[src/ucm_params.svh]
// Constants shared by both ends of the unconnected connection manager.
// Assumes a single clock domain and message-level (already framed) transfer.
//
// Summary of operation
// RULE1: Open success: response flag 1, service 4b
// RULE2: Transmitter drives reserved response bits zero
// RULE3: Open messages always carry destination node address
// RULE4: Group 0/3: destination ID zero, client ignores
// RULE5: Group 1: client forms ID from returned value
// RULE6: Server allocates source ID, forms transmit ID
// RULE7: Successful open returns 16-bit instance identifier
// RULE8: Close request: flag 0, service 4c, instance
// RULE9: Close deletes existing instance, frees its resources
// RULE10: Close success answers 4c, else error response
// RULE11: Unknown unconnected service gives codes 08/ff
// RULE12: Unsupported group gives codes 02/01
// RULE13: Invalid group select gives codes 20/01
// RULE14: Connection limit 02/02, no IDs 02/03
// RULE15: Bad client ID 20/02, duplicate 02/04
// RULE16: Close of unknown instance gives 16/ff
// RULE17: Class/instance widths follow returned body format
// RULE18: Instance zero addresses the class itself
// RULE19: Explicit success echoes service, flag 1
// RULE20: Error response service 14, ff if none
// RULE21: Echo supported body format, else default
// RULE22: Response copies request transaction identifier
`ifndef UCM_PARAMS_SVH
`define UCM_PARAMS_SVH

`define UCM_ADDR_W      6
`define UCM_TID_W       1
`define UCM_SVC_W       7
`define UCM_MID_W       6
`define UCM_CID_W       11

`define UCM_SVC_OPEN    7'h4b
`define UCM_SVC_CLOSE   7'h4c
`define UCM_SVC_ERROR   7'h14

`define UCM_GEN_NOSVC   8'h08
`define UCM_GEN_NORES   8'h02
`define UCM_GEN_BADPAR  8'h20
`define UCM_GEN_NOOBJ   8'h16
`define UCM_ADD_NONE    8'hff
`define UCM_ADD_GROUP   8'h01
`define UCM_ADD_NOCONN  8'h02
`define UCM_ADD_NOMID   8'h03
`define UCM_ADD_BADMID  8'h02
`define UCM_ADD_DUPMID  8'h04
`define UCM_ADD_RANGE   8'h01
`define UCM_ADD_OK      8'h00

`define UCM_GROUP_MAX   4'h3
`define UCM_G0_MID_MAX  6'h0f
`define UCM_G3_MID_MAX  6'h06

// Body format: class width / instance width
`define UCM_FMT_8_8     4'h0
`define UCM_FMT_8_16    4'h1
`define UCM_FMT_16_16   4'h2
`define UCM_FMT_16_8    4'h3

`endif

[src/ucm_pkg.sv]
// Types shared by both ends of the unconnected connection manager.
// Assumes ucm_params.svh is on the include path.
`include "ucm_params.svh"

package ucm_pkg;

  typedef enum logic [1:0] {KIND_OPEN, KIND_CLOSE, KIND_EXPLICIT} ucm_kind_t;

  typedef enum logic [1:0] {SRV_IDLE, SRV_EVAL, SRV_RESP} ucm_srv_state_t;

  typedef enum logic [0:0] {CLI_IDLE, CLI_WAIT} ucm_cli_state_t;

  typedef struct packed {
    logic                   rr;
    logic                   connected;
    logic [`UCM_TID_W-1:0]  tid;
    logic [`UCM_ADDR_W-1:0] dst;
    logic [`UCM_ADDR_W-1:0] src;
    logic [`UCM_SVC_W-1:0]  service;
    logic [3:0]             group;
    logic [3:0]             fmt;
    logic [`UCM_MID_W-1:0]  cliId;
    logic [15:0]            cls;
    logic [15:0]            inst;
  } ucm_req_t;

  typedef struct packed {
    logic                   rr;
    logic [`UCM_TID_W-1:0]  tid;
    logic [`UCM_ADDR_W-1:0] dst;
    logic [`UCM_ADDR_W-1:0] src;
    logic [`UCM_SVC_W-1:0]  service;
    logic [3:0]             rsvd;
    logic [3:0]             fmt;
    logic [`UCM_MID_W-1:0]  dstId;
    logic [`UCM_MID_W-1:0]  srcId;
    logic [15:0]            inst;
    logic [7:0]             gen;
    logic [7:0]             add;
  } ucm_rsp_t;

endpackage

[src/ucm_if.sv]
// Message-level link between a client node and the server node.
// Each message is a whole parsed frame; valid stays until ready is seen.
`include "ucm_params.svh"

interface ucm_if;
  logic             reqValid;
  logic             reqReady;
  ucm_pkg::ucm_req_t req;
  logic             rspValid;
  logic             rspReady;
  ucm_pkg::ucm_rsp_t rsp;

  modport server (
    input  reqValid,
    input  req,
    output reqReady,
    output rspValid,
    output rsp,
    input  rspReady
  );

  modport client (
    output reqValid,
    output req,
    input  reqReady,
    input  rspValid,
    input  rsp,
    output rspReady
  );
endinterface

[src/ucm_server.sv]
// Server end: unconnected message manager with a connection table.
// Assumes the client keeps a request valid and stable until reqReady is seen,
// and that myAddr is static logic on the mclk domain.
`include "ucm_params.svh"

module ucm_server #(
  parameter int         NCONN     = 4,
  parameter int         POOL      = 4,
  parameter logic [3:0] GROUPS    = 4'hb,
  parameter logic [3:0] FMTS      = 4'h3,
  parameter logic [3:0] DEF_FMT   = `UCM_FMT_8_8,
  parameter logic [15:0] INST_BASE = 16'h0010
) (
  // Clock and reset
  input  wire logic                   mclk,
  input  wire logic                   reset,
  // Own node address
  input  wire logic [`UCM_ADDR_W-1:0] myAddr,
  // Link
  ucm_if.server                       bus,
  // Explicit request delivered to the object layer
  output logic                        objValid,
  output logic [`UCM_SVC_W-1:0]       objService,
  output logic [15:0]                 objClass,
  output logic [15:0]                 objInst,
  output logic                        objToClass,
  // Status
  output logic [7:0]                  connCount
);

  localparam int SW = (NCONN > 1) ? $clog2(NCONN) : 1;

  ucm_pkg::ucm_srv_state_t state_r;
  ucm_pkg::ucm_req_t       rq_r;
  ucm_pkg::ucm_rsp_t       rsp_nxt;
  logic                    reqReady_r;
  logic                    rspValid_r;
  ucm_pkg::ucm_rsp_t       rsp_r;

  logic                   slotUsed_r  [NCONN];
  logic [1:0]             slotGrp_r   [NCONN];
  logic [`UCM_MID_W-1:0]  slotCliId_r [NCONN];
  logic [`UCM_ADDR_W-1:0] slotCliAd_r [NCONN];
  logic [`UCM_MID_W-1:0]  slotSrvId_r [NCONN];

  // Table search results
  logic                  hasFree;
  logic [SW-1:0]         freeSlot;
  logic                  hitFound;
  logic [SW-1:0]         hitSlot;
  logic                  dupHit;
  logic                  idAvail;
  logic [`UCM_MID_W-1:0] allocId;
  logic [POOL-1:0]       idTaken;
  logic                  doOpen;
  logic                  doClose;
  logic                  cliIdBad;

  assign bus.reqReady = reqReady_r;
  assign bus.rspValid = rspValid_r;
  assign bus.rsp      = rsp_r;

  always_comb begin
    hasFree  = 1'b0;
    freeSlot = '0;
    hitFound = 1'b0;
    hitSlot  = '0;
    dupHit   = 1'b0;
    idTaken  = '0;
    for (int i = 0; i < NCONN; i++) begin
      if (!slotUsed_r[i] && !hasFree) begin
        hasFree  = 1'b1;
        freeSlot = SW'(i);
      end
      // RULE9 instance exists
      if (slotUsed_r[i] && (INST_BASE + 16'(i)) == rq_r.inst) begin
        hitFound = 1'b1;
        hitSlot  = SW'(i);
      end
      // RULE15 duplicate pair
      if (slotUsed_r[i] && slotGrp_r[i] != 2'h1 && slotGrp_r[i] != 2'h2
          && slotCliId_r[i] == rq_r.cliId && slotCliAd_r[i] == rq_r.src
          && (rq_r.group == 4'h0 || rq_r.group == 4'h3))
        dupHit = 1'b1;
      for (int k = 0; k < POOL; k++) begin
        if (slotUsed_r[i] && {2'h0, slotGrp_r[i]} == rq_r.group
            && slotSrvId_r[i] == `UCM_MID_W'(k))
          idTaken[k] = 1'b1;
      end
    end
    idAvail = 1'b0;
    allocId = '0;
    // RULE6 allocate from pool
    for (int k = POOL - 1; k >= 0; k--) begin
      if (!idTaken[k]) begin
        idAvail = 1'b1;
        allocId = `UCM_MID_W'(k);
      end
    end
  end

  // Client source ID range depends on the selected group
  always_comb begin
    case (rq_r.group)
      4'h0:    cliIdBad = rq_r.cliId > `UCM_G0_MID_MAX;
      4'h3:    cliIdBad = rq_r.cliId > `UCM_G3_MID_MAX;
      default: cliIdBad = 1'b0;
    endcase
  end

  // Build the answer to the latched request
  always_comb begin
    rsp_nxt = '0;
    doOpen  = 1'b0;
    doClose = 1'b0;
    // RULE22 copy transaction
    rsp_nxt.tid = rq_r.tid;
    // RULE3 destination in header
    rsp_nxt.dst = rq_r.src;
    rsp_nxt.src = myAddr;
    rsp_nxt.rr  = 1'b1;
    // RULE2 reserved bits zero
    rsp_nxt.rsvd    = 4'h0;
    // RULE20 error service code
    rsp_nxt.service = `UCM_SVC_ERROR;
    rsp_nxt.add     = `UCM_ADD_NONE;
    if (rq_r.connected) begin
      // RULE19 echo service code
      rsp_nxt.service = rq_r.service;
      rsp_nxt.add     = `UCM_ADD_OK;
    end else if (rq_r.service == `UCM_SVC_OPEN) begin
      if (rq_r.group > `UCM_GROUP_MAX) begin
        // RULE13 group out of range
        rsp_nxt.gen = `UCM_GEN_BADPAR;
        rsp_nxt.add = `UCM_ADD_RANGE;
      end else if (!GROUPS[rq_r.group[1:0]]) begin
        // RULE12 group unsupported
        rsp_nxt.gen = `UCM_GEN_NORES;
        rsp_nxt.add = `UCM_ADD_GROUP;
      end else if (!hasFree) begin
        // RULE14 connection limit
        rsp_nxt.gen = `UCM_GEN_NORES;
        rsp_nxt.add = `UCM_ADD_NOCONN;
      end else if (cliIdBad) begin
        // RULE15 invalid client ID
        rsp_nxt.gen = `UCM_GEN_BADPAR;
        rsp_nxt.add = `UCM_ADD_BADMID;
      end else if (dupHit) begin
        // RULE15 duplicate client ID
        rsp_nxt.gen = `UCM_GEN_NORES;
        rsp_nxt.add = `UCM_ADD_DUPMID;
      end else if (!idAvail) begin
        // RULE14 pool exhausted
        rsp_nxt.gen = `UCM_GEN_NORES;
        rsp_nxt.add = `UCM_ADD_NOMID;
      end else begin
        doOpen = 1'b1;
        // RULE1 open success code
        rsp_nxt.service = `UCM_SVC_OPEN;
        rsp_nxt.add     = `UCM_ADD_OK;
        // RULE21 body format choice
        rsp_nxt.fmt = (rq_r.fmt <= `UCM_FMT_16_8 && FMTS[rq_r.fmt[1:0]])
                      ? rq_r.fmt : DEF_FMT;
        // RULE4 zero for group 0/3
        rsp_nxt.dstId = (rq_r.group == 4'h1 || rq_r.group == 4'h2)
                        ? allocId + `UCM_MID_W'(POOL) : '0;
        rsp_nxt.srcId = allocId;
        // RULE7 instance identifier
        rsp_nxt.inst = INST_BASE + 16'(freeSlot);
      end
    end else if (rq_r.service == `UCM_SVC_CLOSE) begin
      if (hitFound) begin
        doClose = 1'b1;
        // RULE10 close success
        rsp_nxt.service = `UCM_SVC_CLOSE;
        rsp_nxt.add     = `UCM_ADD_OK;
      end else begin
        // RULE16 unknown instance
        rsp_nxt.gen = `UCM_GEN_NOOBJ;
        rsp_nxt.add = `UCM_ADD_NONE;
      end
    end else begin
      // RULE11 unsupported service
      rsp_nxt.gen = `UCM_GEN_NOSVC;
      rsp_nxt.add = `UCM_ADD_NONE;
    end
  end

  // Handshake and sequencing
  always_ff @(posedge mclk) begin
    if (reset) begin
      state_r    <= ucm_pkg::SRV_IDLE;
      reqReady_r <= 1'b0;
      rspValid_r <= 1'b0;
      rsp_r      <= '0;
      rq_r       <= '0;
    end else begin
      case (state_r)
        ucm_pkg::SRV_IDLE: begin
          reqReady_r <= 1'b1;
          // Frames for other nodes and stray responses are dropped
          if (bus.reqValid && reqReady_r) begin
            reqReady_r <= 1'b0;
            if (bus.req.dst == myAddr && !bus.req.rr) begin
              rq_r    <= bus.req;
              state_r <= ucm_pkg::SRV_EVAL;
            end
          end
        end
        ucm_pkg::SRV_EVAL: begin
          rsp_r      <= rsp_nxt;
          rspValid_r <= 1'b1;
          state_r    <= ucm_pkg::SRV_RESP;
        end
        default: begin
          if (bus.rspReady) begin
            rspValid_r <= 1'b0;
            state_r    <= ucm_pkg::SRV_IDLE;
          end
        end
      endcase
    end
  end

  // Connection table updates
  always_ff @(posedge mclk) begin
    if (reset) begin
      for (int i = 0; i < NCONN; i++) begin
        slotUsed_r[i]  <= 1'b0;
        slotGrp_r[i]   <= 2'h0;
        slotCliId_r[i] <= '0;
        slotCliAd_r[i] <= '0;
        slotSrvId_r[i] <= '0;
      end
    end else if (state_r == ucm_pkg::SRV_EVAL) begin
      // RULE7 create instance
      if (doOpen) begin
        slotUsed_r[freeSlot]  <= 1'b1;
        slotGrp_r[freeSlot]   <= rq_r.group[1:0];
        slotCliId_r[freeSlot] <= rq_r.cliId;
        slotCliAd_r[freeSlot] <= rq_r.src;
        slotSrvId_r[freeSlot] <= allocId;
      end
      // RULE9 delete and free
      if (doClose) begin
        slotUsed_r[hitSlot] <= 1'b0;
      end
    end
  end

  always_ff @(posedge mclk) begin
    if (reset) begin
      connCount <= 8'h00;
    end else if (state_r == ucm_pkg::SRV_EVAL) begin
      if (doOpen) begin
        connCount <= connCount + 8'h01;
      end else if (doClose) begin
        connCount <= connCount - 8'h01;
      end
    end
  end

  // Explicit request hand-off to the object layer
  always_ff @(posedge mclk) begin
    if (reset) begin
      objValid   <= 1'b0;
      objService <= '0;
      objClass   <= 16'h0000;
      objInst    <= 16'h0000;
      objToClass <= 1'b0;
    end else begin
      objValid <= (state_r == ucm_pkg::SRV_EVAL) && rq_r.connected;
      if (state_r == ucm_pkg::SRV_EVAL && rq_r.connected) begin
        objService <= rq_r.service;
        // RULE17 field widths by format
        objClass   <= (rq_r.fmt == `UCM_FMT_16_16 || rq_r.fmt == `UCM_FMT_16_8)
                      ? rq_r.cls : {8'h00, rq_r.cls[7:0]};
        objInst    <= (rq_r.fmt == `UCM_FMT_8_16 || rq_r.fmt == `UCM_FMT_16_16)
                      ? rq_r.inst : {8'h00, rq_r.inst[7:0]};
        // RULE18 instance zero is class
        objToClass <= (rq_r.inst == 16'h0000);
      end
    end
  end

endmodule

[src/flat_wrapper.sv]
// flat-port wrapper written by rule: the top's interface ports become plain ports
module ucm_server_flat 
#(
  parameter int         NCONN     = 4,
  parameter int         POOL      = 4,
  parameter logic [3:0] GROUPS    = 4'hb,
  parameter logic [3:0] FMTS      = 4'h3,
  parameter logic [3:0] DEF_FMT   = `UCM_FMT_8_8,
  parameter logic [15:0] INST_BASE = 16'h0010
)
  (mclk, reset, myAddr, objValid, objService, objClass, objInst, objToClass, connCount, bus_reqValid, bus_req, bus_reqReady, bus_rspValid, bus_rsp, bus_rspReady);
  ucm_if bus_i ();
  input  wire logic mclk;
  input  wire logic reset;
  input  wire logic [`UCM_ADDR_W-1:0] myAddr;
  output logic objValid;
  output logic [`UCM_SVC_W-1:0] objService;
  output logic [15:0] objClass;
  output logic [15:0] objInst;
  output logic objToClass;
  output logic [7:0] connCount;
  input wire logic [$bits(bus_i.reqValid)-1:0] bus_reqValid;
  input wire logic [$bits(bus_i.req)-1:0] bus_req;
  output wire logic [$bits(bus_i.reqReady)-1:0] bus_reqReady;
  output wire logic [$bits(bus_i.rspValid)-1:0] bus_rspValid;
  output wire logic [$bits(bus_i.rsp)-1:0] bus_rsp;
  input wire logic [$bits(bus_i.rspReady)-1:0] bus_rspReady;
  assign bus_i.reqValid = bus_reqValid;
  assign bus_i.req = bus_req;
  assign bus_reqReady = bus_i.reqReady;
  assign bus_rspValid = bus_i.rspValid;
  assign bus_rsp = bus_i.rsp;
  assign bus_i.rspReady = bus_rspReady;
  ucm_server #(.NCONN(NCONN), .POOL(POOL), .GROUPS(GROUPS), .FMTS(FMTS), .DEF_FMT(DEF_FMT), .INST_BASE(INST_BASE)) u_core (.mclk(mclk), .reset(reset), .myAddr(myAddr), .bus(bus_i), .objValid(objValid), .objService(objService), .objClass(objClass), .objInst(objInst), .objToClass(objToClass), .connCount(connCount));
endmodule
[config.mk]
export PLATFORM = sky130hd
export DESIGN_NAME = ucm_server_flat
export DESIGN_NICKNAME = d
export VERILOG_FILES = /design/src/ucm_pkg.sv /design/src/ucm_if.sv /design/src/ucm_server.sv /design/src/flat_wrapper.sv
export VERILOG_INCLUDE_DIRS = /design/src
export SDC_FILE = /design/constraint.sdc
export NUM_CORES = 1
export LEC_CHECK = 0
export ABC_AREA = 1
export BUFFER_PORTS_ARGS = -buffer_cell sky130_fd_sc_hd__buf_2
export CAP_MARGIN = 20
export CORE_ASPECT_RATIO = 0.6
export CORE_MARGIN = 1
export CORE_UTILIZATION = 30
export CTS_BUF_LIST = sky130_fd_sc_hd__clkbuf_8
export DETAILED_ROUTE_END_ITERATION = 10
export GPL_TIMING_DRIVEN = 0
export PLACE_DENSITY = 0.47
export SLEW_MARGIN = 20
export SYNTH_ARGS = -nofsm -noshare
export SYNTH_HDL_FRONTEND = slang
export SYNTH_SLANG_ARGS = --single-unit
[constraint.sdc]
create_clock -name mclk -period 3.2 [get_ports mclk]
set_input_delay 0.64 -clock mclk [delete_from_list [all_inputs] [get_ports mclk]]
set_output_delay 0.64 -clock mclk [all_outputs]
set_load 0.01 [all_outputs]
* Word level (Yosys, flattened, before mapping) *
Memory sizes are Yosys's and may differ from the RTL's.
Index checks and enable logic that the tools add are counted.
Widths: inputs -> output; s select.

word-level totals
  memory bits (writable) = 68
  word-level logic and storage cells = 304
  bits in registers = 183
  memories = 5
  output and inout bits = 124
  input bits = 78

memories
  name                words  bits a word  read ports  clocked after memory_dff  wr ports  line              text
  u_core.slotCliAd_r  4      6            4           0                         4         ucm_server.sv:43  logic [`UCM_ADDR_W-1:0] slotCliAd_r [NCONN];
  u_core.slotCliId_r  4      6            4           0                         4         ucm_server.sv:42  logic [`UCM_MID_W-1:0] slotCliId_r [NCONN];
  u_core.slotGrp_r    4      2            4           0                         4         ucm_server.sv:41  logic [1:0] slotGrp_r [NCONN];
  u_core.slotSrvId_r  4      2            4           0                         4         ucm_server.sv:44  logic [`UCM_MID_W-1:0] slotSrvId_r [NCONN];
  u_core.slotUsed_r   4      1            4           0                         4         ucm_server.sv:40  logic slotUsed_r [NCONN];

cells by class
  reductions and logical operators = 81
  multiplexer cells = 130
  equality and inequality tests = 48
  $lt $le $gt $ge = 6
  add/sub/neg operators = 4
  bitwise operators = 1

operators by type and width
  cell                 count
  $mux 32              7
  $mux 16              9
  $mux 7               10
  $mux 1               68
  $eq 5x16->1 const A  4
  $eq 6x6->1           9
  $logic_and 1x1->1    51
  $eq 6x2->1 const B   8
  $mux 2               21
  $mux 40              1
  $mux 8               4
  $eq 6x1->1 const B   4
  $logic_not 6->1      4
  $mux 6               3
  $eq 2x4->1           4
  $eq 4x2->1 const B   4
  $logic_not 16->1     1
  $eq 7x7->1 const B   2
  $ne 2x1->1 const B   6
  $reduce_or 6->1      2
  $add 8x1->8 const B  1
  $eq 4x1->1 const B   2
  $ne 2x2->1 const B   4
  $sub 8x1->8 const B  1
  other kinds (24)     40

* Logic depth before layout (Yosys ltp) *
Gate-level depths: netlist (run 1).
An unclocked memory read counts as a cell.

  word-level depth = 27
  depth in mapped cells = 22
  depth with buffers taken out = 21

* Worst setup path before layout (run 1) *
OpenSTA, ideal clock, no wires.

  path type = register to register
  start = register u_core.rq_r[43] (netlist name)
  end = memory u_core.slotCliAd_r[3][0] (netlist name), enable pin
  stages on the path, launching flop included = 17
  required time = 2.806 ns
  arrival time = 2.466 ns
  path slack = 0.340 ns
  buffers on the path = 1
  clock period less this slack = 2.860 ns
  library setup time = 0.394 ns
  path through = dfxtp_1 -> inv_2 -> buf_4 -> nand2_1 -> nand2_1 -> nor2_1 -> nand3b_1 -> nand2_1 -> nor2_1 -> nor2_1 -> nand2_1 -> nand3_2 -> nor2_4 -> nand2_1 -> inv_1 -> nand2_1 -> a21oi_1

RTL lines
  what                      line               text
  start: declaration        ucm_server.sv:34   ucm_pkg::ucm_req_t rq_r;
  start signal: assignment  ucm_server.sv:205  rq_r <= bus.req;
  end: declaration          ucm_server.sv:43

* Worst setup path after layout (run 1) *
  start = register u_core.rq_r[43] (netlist name)
  end = register u_core.connCount[7]

between the ends
  longest elaborated chain between the ends = 21
  elaborated cells between the ends (all ways) = 70
  those cells by class = 1 x order compare; 5 x eq/ne; 36 x mux; 28 x reduce/logical

ends and longest elaborated chain
  what                                line               text
  $eq 2x4->1                          ucm_server.sv:86   if (slotUsed_r[i] && {2'h0, slotGrp_r[i]} == rq_r.group
  $logic_and 1x1->1 (2 in a row)      ucm_server.sv:86
  $mux 1 (4 in a row)                 ucm_server.sv:86
  $mux 1 (4 in a row)                 ucm_server.sv:95   if (!idTaken[k]) begin
  $mux 1                              ucm_server.sv:152  end else if (!idAvail) begin
  $mux 1                              ucm_server.sv:148  end else if (dupHit) begin
  $mux 1                              ucm_server.sv:144  end else if (cliIdBad) begin
  $mux 1                              ucm_server.sv:140  end else if (!hasFree) begin
  $mux 1                              ucm_server.sv:136  end else if (!GROUPS[rq_r.group[1:0]]) begin
  $mux 1 (*)                          ucm_server.sv:132  if (rq_r.group > `UCM_GROUP_MAX) begin
  $mux 1 (*)                          ucm_server.sv:131  end else if (rq_r.service == `UCM_SVC_OPEN) begin
  $mux 1 (*)                          ucm_server.sv:127  if (rq_r.connected) begin
  $reduce_bool 2->1 (no source line)  --
  $reduce_and 2->1 (no source line)   --
  end signal: assignment              ucm_server.sv:256  connCount <= connCount + 8'h01;
  end signal: assignment              ucm_server.sv:258  connCount <= connCount - 8'h01;
  end: declaration                    ucm_server.sv:28   output logic [7:0] connCount

Mark *: on every way between the ends. The rest lies on a longest branch, timed or not. The select of a mux whose other input is x is not followed.
A chain may end at the register's enable or synchronous reset.

==> results.cfg, run 1 <==
[synth]
synthArstFlopShare = 0
synth_edf_count = 68
yosys_most_used_dff = dfxtp_1
ys_warn_count = 0
seq_area_frac_synth = 0.503
ys_types = 47
synth_seq_cells = 223
synth_area_per_cell_um2 = 7.66
syn_inst = 1334
netlist_area_mm2 = 0.0102

[placed_design]
gp_congestion = 0.844
dp_cells = 1983
numPortBuffers = 173
hpwlAfterDp_um = 26100

[cells_and_area]
drive_gt1_frac = 0.205
final_cell_mix = nor2_1 (310), nand2_1 (271), buf_2 (175)
fin_nets = 1664
mostFrequentLayoutCell = nor2_1
fillers = 3485
final_cells = 2055
multi_input_area_mm2 = 0.00438
area_delta_synth_final_pct = 24.6
diodes = 0
regArea_mm2 = 0.00515

[clock_tree]
holdBufCountCts = 0
cts_root_buf = clkbuf_8
clk_latency_ps = 560
htree_levels = 2
path_clk_slew_ps = 70
cts_buffer_depth = 3
cts_tree = built
cts_buffers = 38
clock-sinks = 223

[run]
cap_violations = 0

[power_and_ir_drop]
p_per_area_mw_per_mm2 = 467
power_leakage_uw = 0.00585
ir_drop_mv = 0.228

[sta]
drv_slew = 0
final-hold-violation-count = 0
tightest_slew_ps = 1050
maxSlewHeadroom = 0.298
fin_crit_ps = 3000
clock_skew_ps = 17.2
min_period_over_period = 0.939
fmax_ghz = 0.333
final-setup-viol-count = 0
rsz0062_at_grt = yes
tns_ps = 0

[floorplan]
start_util = 0.310
die_area_mm2 = 0.0348
io_pins = 202
coreArea_mm2 = 0.0330
die_y_um = 145
die_w_um = 240
std_cell_rows = 51

[global_route]
grt_pass1_wl_um = 52600
grt_max_degree = 17
grt_pass1_vias = 8842
grt.overflow.total = 0
antenna_found_initial = 1
grt_use_total = 0.199

[setup_path]
end_kind = flop
path_class = reg2reg
critPathLaunchType = flop
worstPathArrival_ps = 3450
required_ps = 3640
worstPathMaxFanout = 10

[routing]
top_layer_used = met4
final_antenna_net_count = 0
drt-total-wl_um = 35000
wl_met1_um = 18900
drt-wirelength-per-cell_um = 17.0
via_count = 9536
wl_met2_um = 13200
drtIter0Drc = 720
avgViaCountPerCell = 4.64
firstDrtPassIters = 5
drc = 0
wl_met3_um = 2140

[min_path]
hp-class = in2reg

[status]
outcome = completed
## repair_timing
action,in CTS,in global routing
pin swaps,1,3
gates resized for setup,13,24
setup buffers,3,3
endpoints found under the setup margin,69,67
## worst max-delay path, cell delays in order, from the launching register on
cell and delay, ps:
dfxtp_2 400, inv_2 50, buf_4 170, nand2_1 70, nand2_1 70, nand2_1 120
inv_2 70, o21ai_2 60, nand2_2 130, nor3_4 200, nand4_4 270, buf_12 220
ha_4 220, a21oi_1 120, o21ai_0 90, a21oi_1 140, inv_1 60, xor2_1 180
nand3_1 90, nand2_1 70, nor2_1 60
## flip-flops by register name, summed over array words and instances (netlist names)
signal               count
u_core.bus.reqReady      1
u_core.bus.rsp          41
u_core.bus.rspValid      1
u_core.connCount         8
u_core.objClass         16
u_core.objInst          16
u_core.objService        7
u_core.objToClass        1
u_core.objValid          1
u_core.rq_r             61
u_core.slotCliAd_r      24
u_core.slotCliId_r      24
u_core.slotGrp_r         8
u_core.slotSrvId_r       8
u_core.slotUsed_r        4
u_core.state_r           2
## cell usage after synthesis, types with 11 or more instances
master	count	area share
clkbuf_1	42	0.015
edfxtp_1	68	0.20
o21ai_0	97	0.047
nor3_1	13	0.0064
inv_2	13	0.0048
a21oi_1	66	0.032
nor2_1	317	0.12
a211oi_1	19	0.014
inv_1	99	0.036
dfxtp_1	155	0.30
nand2_1	276	0.10
nand3_1	33	0.016
buf_4	34	0.025
nand3b_1	11	0.0081
xnor2_1	11	0.0094
## worst paths after layout
| check | start | to | slack, ps | cells past startpoint |
|---|---|---|---|---|
| max | u_core.rq_r[43]$_SDFFE_PP0P_ | u_core.connCount[7]$_SDFFE_PP0P_ | 200 | 20 |
| min | bus_req[51] | u_core.rq_r[51]$_SDFFE_PP0P_ | 310 | 3 |
| max reg2reg | u_core.rq_r[43]$_SDFFE_PP0P_ | u_core.connCount[7]$_SDFFE_PP0P_ | 200 | 20 |
| min reg2reg | u_core.bus.rsp[45]$_SDFFE_PP0P_ | u_core.bus.rsp[45]$_SDFFE_PP0P_ | 440 | 2 |
## report_power, final
part	internal, uW	switching (uW)
sequential	2940	25.1
clock	1430	1240
combinational	112	195
total	4480	1460
## final cells by class
type	count	area share
clock buffers	48	0.0519
flip-flops and latches	223	0.404
plain buffers	86	0.0383
inverters	116	0.0348
clock inverters	18	0.00816
well taps	450	0.0442
multi-input cells	935	0.344
repair buffers	179	0.0745
## metal layers
layer,vias to the layer above,track usage
met4,0,0.0525
li1,4738,-
met1,4461,0.326
met3,54,0.0339
met2,283,0.259
met5,-,0
## cells by family after synthesis
logic type	after synthesis	synth area share
other	1	0.000367
xor gates and xnor gates	18	0.0154
AOI/OAI and AO/OA	207	0.111
and+or+nand+nor	676	0.271
DFF	223	0.503
adders and majority gates	7	0.00930
buffers and inverters	202	0.0896
## per-stage QoR
step	hold slack [ps]	util	total power, uW	setup slack, ps	area (um2)
floorplan	449	-	3190	340	10300
global placement	432	0.356	3320	-1380	11700
detailed placement	434	0.356	3320	-378	11800
CTS	285	0.382	6010	25.2	12600
global route	304	0.386	6160	-20.3	12700
finish	313	0.386	5940	195	12700
No activity file was read; power rests on OpenSTA's default activity.
==> run 2, diff against run 1 <==
MAX_ROUTING_LAYER = met4   (was not set)
==> run 2 against run 1 <==
Compared with the run above:
- sequential share of layout area barely moved
- routed wire length down 0.11%
- maximum frequency shrank 0.12%
- clock power about the same
- largest cell class unchanged
==> results.cfg, run 2 (same netlist as run 1, synthesis figures left out) <==
[global_route]
grt_use_total = 0.205
grt_pass1_vias = 8844
antenna_found_initial = 1
grt.overflow.total = 0
grt_max_degree = 17
grt_pass1_wl_um = 52600

[setup_path]
critPathLaunchType = flop
timing.rr.start = u_core.rq_r[43]$_SDFFE_PP0P_
required_ps = 3640
crit_start = u_core.rq_r[43]$_SDFFE_PP0P_
worstPathArrival_ps = 3450
worstPathMaxFanout = 10
path_class = reg2reg
end_kind = flop
ff2ff_path_depth = 20
r2r_end = u_core.connCount[7]$_SDFFE_PP0P_
reg2reg_setup_slack_ps = 190

[floorplan]
start_util = 0.310
die_w_um = 240
std_cell_rows = 51
io_pins = 202
coreArea_mm2 = 0.0330
die_area_mm2 = 0.0348
die_y_um = 145

[sta]
final-setup-viol-count = 0
final-hold-violation-count = 0
min_period_over_period = 0.940
fmax_ghz = 0.332
drv_slew = 0
rsz0062_at_grt = yes
maxSlewHeadroom = 0.302
fin_crit_ps = 3010
clock_skew_ps = 17.7
tightest_slew_ps = 1050
whs_ps = 315

[cells_and_area]
fin_nets = 1664
regMostFlops = u_core.rq_r
regArea_mm2 = 0.00515
final_cell_mix = nor2_1 (310), nand2_1 (271), buf_2 (175)
final_cells = 2057
area_delta_synth_final_pct = 24.6
largest_reg_flops = 61
multi_input_area_mm2 = 0.00438
mostFrequentLayoutCell = nor2_1
drive_gt1_frac = 0.205
fillers = 3483

[power_and_ir_drop]
switching_power_uw = 1450
p_per_area_mw_per_mm2 = 466
clock_power_share = 0.448
comb_power_share = 0.052
p_seq_frac = 0.500
intPower_uw = 4480
power_leakage_uw = 0.00585
ir_drop_mv = 0.227
p_sw_frac = 0.245

[placed_design]
hpwlAfterDp_um = 26100
numPortBuffers = 173
gp_congestion = 0.857
dp_cells = 1983

[routing]
drtIter0Drc = 711
avgViaCountPerCell = 4.63
drt-wirelength-per-cell_um = 17.0
final_antenna_net_count = 0
firstDrtPassIters = 5
drc = 0
drt-total-wl_um = 34900
via_count = 9519

[clock_tree]
cts_buffers = 38
cts_buffer_depth = 3
clock-sinks = 223
path_clk_slew_ps = 70
htree_levels = 2
cts_root_buf = clkbuf_8
holdBufCountCts = 0
cts_tree = built
clk_latency_ps = 550

[status]
outcome = completed

[min_path]
hold_depth = 3
hp-class = in2reg
hold_end = u_core.rq_r[51]$_SDFFE_PP0P_
hp-start = bus_req[51]

[run]
cap_violations = 0
run 2: per-layer routing:
metal / GRT usage / routed length [um] / up-vias
met5: - / 0 / -
met4: 0.0525 / 758 / 0
met3: 0.0335 / 2430 / 58
met2: 0.258 / 13100 / 290
met1: 0.327 / 18600 / 4435
li1: - / - / 4736
run 2: layout make-up:
class / instances / share of cell area
sequential: 223 / 0.404
multi-input combinational: 935 / 0.344
inverter: 116 / 0.0348
buffer: 86 / 0.0383
tap: 450 / 0.0442
clock buffer: 48 / 0.0519
clock inverter: 18 / 0.00815
timing repair buffer: 179 / 0.0745
antenna: 2 / 0.000393
run 2: power groups by stage:
| stage | logic [uW] | clock network, uW | registers [uW] |
|---|---|---|---|
| after floorplan | 167 | 0 | 3020 |
| after global placement | 291 | 0 | 3030 |
| after detailed placement | 293 | 0 | 3030 |
| after CTS | 303 | 2740 | 2970 |
| after global routing | 337 | 2850 | 2970 |
| final | 307 | 2660 | 2970 |
run 2: repair_timing:
action / 4_1_cts / 5_1_grt
pin swaps: 1 / 3
endpoints found under the setup margin: 69 / 67
buffers inserted: 3 / 3
resized for setup: 13 / 24
run 2: worst max-delay path by stage:
stage,to
after floorplan,u_core.slotCliAd_r[3][0]$_DFFE_PP_
after global placement,u_core.slotCliId_r[3][2]$_DFFE_PP_
after CTS,u_core.slotCliId_r[3][4]$_DFFE_PP_
after global routing,u_core.connCount[7]$_SDFFE_PP0P_
after detailed placement,u_core.slotSrvId_r[2][1]$_SDFFCE_PN0P_
final,u_core.connCount[7]$_SDFFE_PP0P_
run 2: through the flow:
stage	total power [uW]	instance area, um2	setup WS [ps]	utilization	TNS, ps
6_report	5930	12700	191	0.386	0
4_1_cts	6010	12600	25.2	0.382	0
3_3_place_gp	3320	11700	-1380	0.356	-42200
5_1_grt	6160	12700	-20.3	0.386	-20.3
2_1_floorplan	3190	10300	340	-	0
3_5_place_dp	3320	11800	-378	0.356	-22830
run 2: critical path, stage by stage (launching register included):
cell     delay, ps
dfxtp_2        410
inv_2           50
buf_4          170
nand2_1         70
nand2_1         70
nand2_1        120
inv_2           70
o21ai_2         60
nand2_2        130
nor3_4         200
nand4_4        280
buf_12         220
ha_4           220
a21oi_1        120
o21ai_0         90
a21oi_1        140
inv_1           60
xor2_1         180
nand3_1         90
nand2_1         70
nor2_1          50
==> run 3, diff against run 2 <==
CORE_UTILIZATION = 52   (was 30)
PLACE_DENSITY = 0.74   (was 0.47)
==> run 3 against run 2 <==
Compared with the run above:
- sequential share of layout area up 1.1 points
- first-iteration DRC count up 53%
- utilization up 26 points
- clock skew down 1.7 ps
- global-route usage up 9.6 points
- clock power down 10%
- register-to-register slack worse by 50 ps
- non-clock buffer count up 3
- combinational power down 5%
- total power down 4.8%
- sequential power about the same
- largest power group unchanged
- highest routed layer unchanged
==> results.cfg, run 3 (same netlist as run 1, synthesis figures left out) <==
[status]
outcome = completed

[setup_path]
ff2ff_path_depth = 16
timing.critical_path.mode_cell = nand2_1
crit_end = u_core.slotGrp_r[3][0]$_DFFE_PP_
crit_buf_inv = 5
required_ps = 3410
worstPathArrival_ps = 3270
r2r_end = u_core.slotGrp_r[3][0]$_DFFE_PP_
crit_path_cell_trace = inv_2 > buf_4 > nand2_1 > nand2_1 > nand2_1 > inv_2 > o21ai_2 > nand2_2 > nor3_4 > nand3_2 > nor2_4 > nand2_1 > inv_1 > nand2_1 > a21oi_4 > buf_4
crit_start = u_core.rq_r[43]$_SDFFE_PP0P_
timing.rr.start = u_core.rq_r[43]$_SDFFE_PP0P_
worstPathMaxFanout = 10
critPathSlowestCell = dfxtp_2
critical_path_depth = 16
path_class = reg2reg
critPathLaunchType = flop
max_stage_delay_ps = 400
reg2reg_setup_slack_ps = 140
end_kind = flop
path_delay_family = simple AND/OR/NAND/NOR gates

[global_route]
grt_pass1_vias = 8842
antenna_found_initial = 2
grt_use_total = 0.301
grt_pass1_wl_um = 46300
grt_max_degree = 17
grt.overflow.total = 0

[cells_and_area]
largest_reg_flops = 61
fin_nets = 1665
finalInstanceArea_mm2 = 0.0124
multi_input_area_mm2 = 0.00435
area_delta_synth_final_pct = 21.2
regArea_mm2 = 0.00515
mostFrequentLayoutCell = nor2_1
final_cell_mix = nor2_1 (312), nand2_1 (272), buf_2 (177)
drive_gt1_frac = 0.201
fillers = 1734
regMostFlops = u_core.rq_r
final_cells = 1871

[routing]
wl_met1_um = 14200
drc = 0
avgViaCountPerCell = 5.32
wl_met3_um = 3660
drt-wirelength-per-cell_um = 16.2
top_layer_used = met4
firstDrtPassIters = 6
drt-total-wl_um = 30300
final_antenna_net_count = 0
drtIter0Drc = 1088
wl_met2_um = 12000
via_count = 9955

[sta]
clock_skew_ps = 15.9
final.setup.worst_slack_ps = 142
min_period_over_period = 0.956
tightest_slew_ps = 1120
fmax_ghz = 0.327
rsz0062_at_grt = no
fin_crit_ps = 3060
final-hold-violation-count = 0
tns_ps = 0
final-setup-viol-count = 0
maxSlewHeadroom = 0.254
whs_ps = 360
drv_slew = 0

[min_path]
hp-class = in2reg
hp-start = bus_req[25]

[floorplan]
coreArea_mm2 = 0.0191
die_y_um = 111
std_cell_rows = 39
io_pins = 202
die_area_mm2 = 0.0202
start_util = 0.534
die_w_um = 183

[power_and_ir_drop]
clock_power_share = 0.423
p_sw_frac = 0.235
switching_power_uw = 1330
ir_drop_mv = 0.268
intPower_uw = 4320
power_leakage_uw = 0.00580
p_seq_frac = 0.525
comb_power_share = 0.052
p_per_area_mw_per_mm2 = 456

[placed_design]
gp_congestion = 0.893
hpwlAfterDp_um = 22400
numPortBuffers = 173
dpl_worst_slack_ps = -265
dp_cells = 1800
post_dp_cell_area_mm2 = 0.0115

[clock_tree]
clock-sinks = 223
cts_tree = built
cts_buffer_depth = 3
clk_latency_ps = 510
cts_root_buf = clkbuf_8
htree_levels = 2
cts_buffers = 34
holdBufCountCts = 0
path_clk_slew_ps = 70

[run]
cap_violations = 0
run 3: cell count changes in the layout (fill, tap and decap cells not counted), sizes merged:
cell      delta
clkbuf       -8
inv          -3
buf          +5
nand4        +1
clkinvlp     +3
run 3: what timing repair did:
action	CTS	global route
pin swaps	1	0
hold endpoints to repair	0	0
cloned	0	2
setup buffers	3	5
setup endpoints to repair	65	69
gates resized for setup	9	19
run 3: power by group through the flow:
stage | Combinational [uW] | Sequential [uW] | Clock (uW)
CTS | 282 | 2970 | 2410
finish | 291 | 2970 | 2390
detailed placement | 277 | 3030 | 0
global placement | 271 | 3030 | 0
floorplan | 167 | 3020 | 0
global route | 320 | 2970 | 2530
run 3: area by class of cell:
cell class | instances | area share
buffer | 86 | 0.0390
inverter | 116 | 0.0359
clock inverter | 17 | 0.00838
timing repair inverter | 1 | 0.000404
tap | 266 | 0.0269
sequential | 223 | 0.416
clock buffer | 42 | 0.0467
timing repair buffer | 182 | 0.0759
multi-input combinational | 936 | 0.351
antenna | 2 | 0.000404
run 3: metal layers:
| layer | vias to the layer above | GRT usage |
|---|---|---|
| met3 | 40 | 0.0604 |
| met4 | 0 | 0.0722 |
| met1 | 4609 | 0.467 |
| met2 | 565 | 0.395 |
| li1 | 4741 | - |
| met5 | - | - |
run 3: metrics by stage:
| stage | utilization | total power [uW] |
|---|---|---|
| 6_report | 0.648 | 5650 |
| 5_1_grt | 0.648 | 5820 |
| 4_1_cts | 0.642 | 5650 |
| 3_5_place_dp | 0.603 | 3310 |
| 3_3_place_gp | 0.602 | 3300 |
| 2_1_floorplan | - | 3190 |
run 3: tightest hold or removal path: cells and delay by family:
kind / cells / cell delay [ps]
AND/OR/NAND/NOR: 2 / 110
buffers and inverters: 1 / 70
run 3: worst min path at each step:
stage,depth (start not counted),to,slack (ps)
floorplan,2,u_core.objInst[10]$_SDFFE_PP0P_,450
global placement,2,u_core.bus.rsp[46]$_SDFFE_PP0P_,430
detailed placement,2,u_core.bus.rsp[47]$_SDFFE_PP0P_,430
CTS,3,u_core.rq_r[25]$_SDFFE_PP0P_,340
global route,3,u_core.rq_r[4]$_SDFFE_PP0P_,360
finish,3,u_core.rq_r[25]$_SDFFE_PP0P_,360
